## src/logic/gpp0_pkg.sv

```systemverilog
// Package for the port 0 general I/O block
package gpp0_pkg;

  // ---------------------------------------------------------------
  // Geometry
  // ---------------------------------------------------------------
  localparam int unsigned PORT_BITS = 7;
  localparam int unsigned BUS_BITS  = 8;

  // ---------------------------------------------------------------
  // Pin positions
  // ---------------------------------------------------------------
  localparam int unsigned TMR_B_POS = 0;
  localparam int unsigned TMR_A_POS = 1;
  localparam int unsigned NMI_POS   = 2;
  localparam int unsigned INT0_POS  = 3;
  localparam int unsigned INT1_POS  = 4;
  localparam int unsigned DBG_POS   = 5;
  localparam int unsigned INT3_POS  = 6;

  // ---------------------------------------------------------------
  // Reset values
  // ---------------------------------------------------------------
  localparam logic [6:0] DATA_RST = 7'h00;
  localparam logic [6:0] DIR_RST  = 7'h7f;
  localparam logic [6:0] ALT_RST  = 7'h00;
  localparam logic [6:0] FSEL_RST = 7'h00;
  localparam logic [6:0] FEXT_RST = 7'h00;
  localparam logic [6:0] PU_RST   = 7'h00;
  localparam logic [6:0] EDGE_RST = 7'h00;
  localparam logic       DBG_RST  = 1'b1;

  // ---------------------------------------------------------------
  // Register select codes for the software port
  // ---------------------------------------------------------------
  typedef enum logic [2:0] {
    GPP0_SEL_DATA,
    GPP0_SEL_DIR,
    GPP0_SEL_ALT,
    GPP0_SEL_FSEL,
    GPP0_SEL_FEXT,
    GPP0_SEL_PU,
    GPP0_SEL_FALL,
    GPP0_SEL_RISE
  } gpp0_sel_t;

  // Software access request
  typedef struct packed {
    logic       wr;
    logic       rd;
    logic       bit_op;
    gpp0_sel_t  sel;
    logic [2:0] bit_idx;
    logic [7:0] wdata;
  } gpp0_req_t;

  // Alternate function routing outputs
  typedef struct packed {
    logic       nmi_in;
    logic       ext_int0_in;
    logic       ext_int1_in;
    logic       ext_int2_in;
    logic       ext_int3_in;
    logic       conv_trig_in;
    logic       tmr_a_in;
    logic       tmr_b_in;
    logic       dbg_reset_in;
  } gpp0_alt_t;

endpackage

```

## src/logic/gpp0_port.sv

```systemverilog
// Port 0 general I/O with alternate function routing
`timescale 1ns/10ps

module gpp0_port #(
  parameter int unsigned WIDTH = gpp0_pkg::PORT_BITS
) (
  // Clock and reset
  input  wire logic              clk,
  input  wire logic              rstn,
  // Software access
  input  wire gpp0_pkg::gpp0_req_t req,
  input  wire logic              debug_pin_enable_clr,
  output logic [7:0]             rdata,
  output logic                   rvalid,
  output logic                   debug_pin_enable_bit,
  // Pins
  input  wire logic [WIDTH-1:0]  pin_in,
  output logic [WIDTH-1:0]       pin_out,
  output logic [WIDTH-1:0]       pin_oe,
  output logic [WIDTH-1:0]       pin_pullup_en,
  output logic                   bit5_pulldown_en,
  // Alternate function side
  input  wire logic              timer_channel_a_io_out,
  input  wire logic              timer_channel_b_io_out,
  output gpp0_pkg::gpp0_alt_t    alt_in,
  output logic [WIDTH-1:0]       port_function_select_reg,
  output logic [WIDTH-1:0]       port_function_extension_reg,
  output logic [WIDTH-1:0]       falling_edge_select_reg,
  output logic [WIDTH-1:0]       rising_edge_select_reg
);

  // ---------------------------------------------------------------
  // Helpers
  // ---------------------------------------------------------------
  function automatic logic [7:0] widen(input logic [WIDTH-1:0] v);
    widen = {{(8-WIDTH){1'b0}}, v};
  endfunction

  function automatic logic [WIDTH-1:0] merge(input logic [WIDTH-1:0] cur,
                                             input gpp0_pkg::gpp0_req_t r);
    logic [7:0] t;
    t = widen(cur);
    if (r.bit_op) begin
      t[r.bit_idx] = r.wdata[0];
    end else begin
      t = r.wdata;
    end
    merge = t[WIDTH-1:0];
  endfunction

  // ---------------------------------------------------------------
  // Pin synchroniser
  // ---------------------------------------------------------------
  logic [WIDTH-1:0] sync1_q, sync1_d;
  logic [WIDTH-1:0] sync2_q, sync2_d;

  always_comb begin
    sync1_d = pin_in;
    sync2_d = sync1_q;
  end

  always_ff @(posedge clk or negedge rstn) begin
    if (!rstn) begin
      sync1_q <= '0;
      sync2_q <= '0;
    end else begin
      sync1_q <= sync1_d;
      sync2_q <= sync2_d;
    end
  end

  // ---------------------------------------------------------------
  // Configuration registers
  // ---------------------------------------------------------------
  logic [WIDTH-1:0] data_q, data_d;
  logic [WIDTH-1:0] dir_q, dir_d;
  logic [WIDTH-1:0] alt_q, alt_d;
  logic [WIDTH-1:0] fsel_q, fsel_d;
  logic [WIDTH-1:0] fext_q, fext_d;
  logic [WIDTH-1:0] pu_q, pu_d;
  logic [WIDTH-1:0] fall_q, fall_d;
  logic [WIDTH-1:0] rise_q, rise_d;
  logic             dbg_q, dbg_d;
  logic [WIDTH-1:0] view;

  always_comb begin
    view = (dir_q & sync2_q) | (~dir_q & data_q);
  end

  always_comb begin
    data_d = data_q;
    dir_d  = dir_q;
    alt_d  = alt_q;
    fsel_d = fsel_q;
    fext_d = fext_q;
    pu_d   = pu_q;
    fall_d = fall_q;
    rise_d = rise_q;
    dbg_d  = dbg_q & ~debug_pin_enable_clr;
    if (req.wr) begin
      unique case (req.sel)
        // Bit op merges into full port view
        gpp0_pkg::GPP0_SEL_DATA: data_d = req.bit_op ? merge(view, req) : merge(data_q, req);
        gpp0_pkg::GPP0_SEL_DIR:  dir_d  = merge(dir_q, req);
        gpp0_pkg::GPP0_SEL_ALT:  alt_d  = merge(alt_q, req);
        gpp0_pkg::GPP0_SEL_FSEL: fsel_d = merge(fsel_q, req);
        gpp0_pkg::GPP0_SEL_FEXT: fext_d = merge(fext_q, req);
        gpp0_pkg::GPP0_SEL_PU:   pu_d   = merge(pu_q, req);
        gpp0_pkg::GPP0_SEL_FALL: fall_d = merge(fall_q, req);
        gpp0_pkg::GPP0_SEL_RISE: rise_d = merge(rise_q, req);
      endcase
    end
  end

  // Clocked update, reset to input and port mode
  always_ff @(posedge clk or negedge rstn) begin
    if (!rstn) begin
      data_q <= gpp0_pkg::DATA_RST[WIDTH-1:0];
      dir_q  <= gpp0_pkg::DIR_RST[WIDTH-1:0];
      alt_q  <= gpp0_pkg::ALT_RST[WIDTH-1:0];
      fsel_q <= gpp0_pkg::FSEL_RST[WIDTH-1:0];
      fext_q <= gpp0_pkg::FEXT_RST[WIDTH-1:0];
      pu_q   <= gpp0_pkg::PU_RST[WIDTH-1:0];
      fall_q <= gpp0_pkg::EDGE_RST[WIDTH-1:0];
      rise_q <= gpp0_pkg::EDGE_RST[WIDTH-1:0];
      dbg_q  <= gpp0_pkg::DBG_RST;
    end else begin
      data_q <= data_d;
      dir_q  <= dir_d;
      alt_q  <= alt_d;
      fsel_q <= fsel_d;
      fext_q <= fext_d;
      pu_q   <= pu_d;
      fall_q <= fall_d;
      rise_q <= rise_d;
      dbg_q  <= dbg_d;
    end
  end

  // ---------------------------------------------------------------
  // Read data
  // ---------------------------------------------------------------
  logic [7:0] rdata_q, rdata_d;
  logic       rvalid_q, rvalid_d;

  always_comb begin
    rvalid_d = req.rd;
    rdata_d  = rdata_q;
    if (req.rd) begin
      unique case (req.sel)
        gpp0_pkg::GPP0_SEL_DATA: rdata_d = widen(view);
        gpp0_pkg::GPP0_SEL_DIR:  rdata_d = widen(dir_q);
        gpp0_pkg::GPP0_SEL_ALT:  rdata_d = widen(alt_q);
        gpp0_pkg::GPP0_SEL_FSEL: rdata_d = widen(fsel_q);
        gpp0_pkg::GPP0_SEL_FEXT: rdata_d = widen(fext_q);
        gpp0_pkg::GPP0_SEL_PU:   rdata_d = widen(pu_q);
        gpp0_pkg::GPP0_SEL_FALL: rdata_d = widen(fall_q);
        gpp0_pkg::GPP0_SEL_RISE: rdata_d = widen(rise_q);
      endcase
      if (req.bit_op) begin
        rdata_d = {7'h00, rdata_d[req.bit_idx]};
      end
    end
  end

  always_ff @(posedge clk or negedge rstn) begin
    if (!rstn) begin
      rdata_q  <= 8'h00;
      rvalid_q <= 1'b0;
    end else begin
      rdata_q  <= rdata_d;
      rvalid_q <= rvalid_d;
    end
  end

  // ---------------------------------------------------------------
  // Pin drive and alternate routing
  // ---------------------------------------------------------------
  logic [WIDTH-1:0] out_d, oe_d, pu_en_d;
  logic [WIDTH-1:0] out_q, oe_q, pu_en_q;
  logic             pd_q;
  gpp0_pkg::gpp0_alt_t alt_q2, alt_dd;

  always_comb begin
    out_d = data_q;
    // Driver on only in output mode
    oe_d  = ~dir_q;
    // Timer outputs replace latch in alternate mode
    if (alt_q[gpp0_pkg::TMR_B_POS]) begin
      out_d[gpp0_pkg::TMR_B_POS] = timer_channel_b_io_out;
    end
    if (alt_q[gpp0_pkg::TMR_A_POS]) begin
      out_d[gpp0_pkg::TMR_A_POS] = timer_channel_a_io_out;
    end
    // Debug reset input forces bit five input
    if (dbg_q) begin
      oe_d[gpp0_pkg::DBG_POS] = 1'b0;
    end
    pu_en_d = pu_q & dir_q;
    alt_dd.tmr_b_in     = alt_q[gpp0_pkg::TMR_B_POS] & sync2_q[gpp0_pkg::TMR_B_POS];
    alt_dd.tmr_a_in     = alt_q[gpp0_pkg::TMR_A_POS] & sync2_q[gpp0_pkg::TMR_A_POS];
    alt_dd.nmi_in       = alt_q[gpp0_pkg::NMI_POS] & sync2_q[gpp0_pkg::NMI_POS];
    alt_dd.ext_int0_in  = alt_q[gpp0_pkg::INT0_POS] & sync2_q[gpp0_pkg::INT0_POS];
    alt_dd.conv_trig_in = alt_q[gpp0_pkg::INT0_POS] & sync2_q[gpp0_pkg::INT0_POS];
    alt_dd.ext_int1_in  = alt_q[gpp0_pkg::INT1_POS] & sync2_q[gpp0_pkg::INT1_POS];
    // Debug reset regardless of alternate select
    alt_dd.dbg_reset_in = dbg_q & sync2_q[gpp0_pkg::DBG_POS];
    alt_dd.ext_int2_in  = ~dbg_q & alt_q[gpp0_pkg::DBG_POS] & sync2_q[gpp0_pkg::DBG_POS];
    alt_dd.ext_int3_in  = alt_q[gpp0_pkg::INT3_POS] & sync2_q[gpp0_pkg::INT3_POS];
  end

  always_ff @(posedge clk or negedge rstn) begin
    if (!rstn) begin
      out_q   <= '0;
      oe_q    <= '0;
      pu_en_q <= '0;
      pd_q    <= 1'b1;
      alt_q2  <= '0;
    end else begin
      out_q   <= out_d;
      oe_q    <= oe_d;
      pu_en_q <= pu_en_d;
      pd_q    <= dbg_d;
      alt_q2  <= alt_dd;
    end
  end

  // ---------------------------------------------------------------
  // Outputs
  // ---------------------------------------------------------------
  always_comb begin
    rdata                       = rdata_q;
    rvalid                      = rvalid_q;
    debug_pin_enable_bit        = dbg_q;
    pin_out                     = out_q;
    pin_oe                      = oe_q;
    pin_pullup_en               = pu_en_q;
    bit5_pulldown_en            = pd_q;
    alt_in                      = alt_q2;
    port_function_select_reg    = fsel_q;
    port_function_extension_reg = fext_q;
    falling_edge_select_reg     = fall_q;
    rising_edge_select_reg      = rise_q;
  end

endmodule

```

## config.mk

```make
export PLATFORM = sky130hd
export DESIGN_NAME = gpp0_port
export DESIGN_NICKNAME = d
export VERILOG_FILES = /design/src/logic/gpp0_pkg.sv /design/src/logic/gpp0_port.sv
export SDC_FILE = /design/constraint.sdc
export NUM_CORES = 1
export LEC_CHECK = 0
export ABC_AREA = 1
export BUFFER_PORTS_ARGS = -buffer_cell sky130_fd_sc_hd__buf_2
export CORE_MARGIN = 3
export CORE_UTILIZATION = 45
export CTS_CLUSTER_SIZE = 25
export DETAILED_ROUTE_END_ITERATION = 10
export GPL_TIMING_DRIVEN = 0
export PLACE_DENSITY = 0.81
export RECOVER_POWER = 50
export SETUP_SLACK_MARGIN = 0.05
export SYNTH_ARGS = -nofsm -noshare
export SYNTH_HDL_FRONTEND = slang
export SYNTH_SLANG_ARGS = --single-unit
```

## constraint.sdc

```tcl
create_clock -name clk -period 1.2 [get_ports clk]
set_input_delay 0.12 -clock clk [delete_from_list [all_inputs] [get_ports clk]]
set_output_delay 0.12 -clock clk [all_outputs]
set_load 0.03 [all_outputs]
```

==> reports/metrics.cfg <==
[worst_hold_path]
worstHoldEndpoint=dir_q[0]
hold_path_class=input pin to register
hold_depth=3
hp-start=req[0]

[pwr]
power_frac_clock_pct=22.3
p_seq_share_pct=46.3
switching_share_pct=37.3
peakVddDrop_uv=770
finalPower_mw=10.8
p_switching_mw=4.02
pwr-share-comb_pct=31.4
power-per-cell-area_nw_per_um2=1750
p_int_mw=6.74
p_leak_nw=3.05

[sta]
setup_viol=32
finalHoldViolations=0
clock-skew-final_ns=0.0107
min_period_over_period_pct=128
timing.setup.tns_ns=-3.69
worstMarginPinSlew_ns=0.714
slew_headroom_pct=52.4
fmax_mhz=654
whs_ns=0.0895
slew_violations=0
setup_ws_ns=-0.330
min_period_ns=1.53
rsz0062_at_grt=true

[critical_path]
worstPathArrival_ns=1.81
rrSetupSlack_ns=-0.33
worstPathRequired_ns=1.48
cpPeakStageDelay_ns=0.60
reg2reg_from=dir_q[4]
cp-start-kind=register
critPathKind=register to register
r2r_end=rdata[0]
critPathCaptureType=register
r2r_cells=8
slowest_stage=dfstp_2
path_cells=mux2i_4, nand2_2, nand3_2, nand2_2, nor2_1, nand2_1, nand2_1, a21oi_2
cp_max_fo=3

[synth]
synth_top_area_share_pct=51.4
yosysSeqAreaShare_pct=55.8
syn_avg_cell_area_um2=9.46
synth_edf_count=0
synth_nets=543
netlist_area_um2=4860
yosysWarnings=0
ys_types=36
synth.area.top_cells=dfrtp_1, nand2_1, a31oi_1
synth_largest_area_cell=dfrtp_1
ys.flop_type=dfrtp_1
synthArstFlopShare_pct=100
synthCells=514
synth_seq_cells=108

[drt]
vias_per_cell=5.61
drt_iter0_markers=467
vias=4420
wl_um=14100
drcViolationCount=0
wire_per_inst_um=17.9
antenna_left=0
dr.pass1.iters=7

[clock_network]
numCtsBuffers=9
clkTransAtPathRegs_ns=0.10
cts_tree=yes
cts_root_buf=clkbuf_8
clock-sinks=108
clock_path_buffers=2
clk_latency_ns=0.39
cts-htree-levels=3

[flow_run]
max_cap_viol_count=0

[cells_and_area]
drive_gt1_share_pct=32.8
diodes=0
largest_reg_flops=8
stdcell_count=788
fillers=892
nets=676
area_growth_pct=26.7
final_util_pct=59.2

[placed_design]
dp.cells=743
gp_congestion=0.911
portBuffers=92
hpwl_um=10000

[floorplan]
start_util_pct=46.7
num_io_pins=98
die_area_um2=12100
core_area_um2=10400
fp.dieH_um=110
row_count=37
fp.dieW_um=110

[global_route]
grt_max_degree=66
grt_pass1_wl_um=22100
grt_pass1_vias=4204
antenna_found_initial=0
track_usage_pct=24.3
grt_overflow=0

[status]
violations=negative setup slack
status=complete, but fails checks

==> how the worst max path moves through the flow <==
stage          startpoint                        endpoint
2_1_floorplan    dir_q[4]                        rdata[0]
3_3_place_gp         rstn  port_function_extension_reg[1]
3_5_place_dp     dir_q[4]                        rdata[0]
4_1_cts          dir_q[5]                        rdata[0]
5_1_grt          dir_q[4]                        rdata[0]
6_report         dir_q[4]                        rdata[0]
==> power groups by stage <==
stage	sequential, mW	clock, mW	combinational, mW
final	4.98	2.40	3.38
after global routing	5.06	2.58	3.65
after CTS	4.95	2.43	3.20
after detailed placement	5.02	0	2.98
after global placement	5.01	0	2.90
after floorplan	5.83	0	1.09
==> critical path, delay by kind of cell, from the launching register on <==
| kind | cells | cell delay [ns] |
|---|---|---|
| flops | 1 | 0.60 |
| simple gates | 6 | 0.46 |
| mux | 1 | 0.32 |
| compound gates | 1 | 0.05 |
==> timing repair <==
action | in CTS | in global routing
setup endpoints to repair | 21 | 52
pin swaps | 13 | 15
cloned | 0 | 0
resized for setup | 23 | 51
hold buffers | 12 | 0
setup buffers | 12 | 5
hold endpoints to repair | 51 | 0
==> cell usage after synthesis (all sizes together) (4+ instances only) <==
library cell	count
nand2	93
mux2i	4
o22ai	4
nand3	12
buf	28
o21ai	26
nand4	27
dfrtp	100
nor3	9
dfstp	8
inv	63
a32o	5
a31oi	43
nor2	37
a21oi	47
==> cell type report <==
class                   count  area, um2  area share [%]
multi-input cells         315       1760            28.5
repair buffers            122        805            13.1
well taps                 136        170            2.76
plain buffers              28        245            3.98
flip-flops and latches    108       2720            44.2
inverters                  63        246            4.00
clock inverters             4       53.8           0.873
clock buffers              12        165            2.68
==> per-layer routing <==
metal,global-route usage (%),part of all wire [%],vias up
li1,-,-,2028
met1,33.9,43,2148
met2,38.0,47,216
met3,5.18,8.0,28
met4,7.84,2.1,0
met5,0,0,-
==> cells in the final DEF (no fill, tap or decap), types with 5 or more instances in the layout <==
cell            n
dlygate4sd3_1  12
clkbuf_4        6
buf_4          30
nor2_2          5
a31oi_1        43
nand4_1        27
nor2_1         30
nand2_1        83
o21ai_1         7
buf_6          18
o21ai_0        13
o21ai_2         5
nand3_1         8
nand2_2         9
dfrtp_1        91
nor3_1          5
dfstp_2         5
clkbuf_8       12
dfrtp_2         9
buf_2          77
inv_2           6
a21oi_1        44
inv_1          55
==> cells by family after synthesis <==
family	after synthesis	synth area share, %
other	1	0.0771
and+or+nand+nor	180	17.8
muxes	4	0.823
buffers and inverters	91	9.85
AOI/OAI and AO/OA	130	15.7
DFF	108	55.8
==> metrics by stage <==
stage                     cell area [um2]  setup slack [ns]
after floorplan                      4900           -0.0849
after global placement               5530             -1.31
after detailed placement             5560            -0.417
after CTS                            6050            -0.269
after global routing                 6160            -0.388
final                                6160            -0.330
Note: power is estimated with default switching activity, not from simulation.
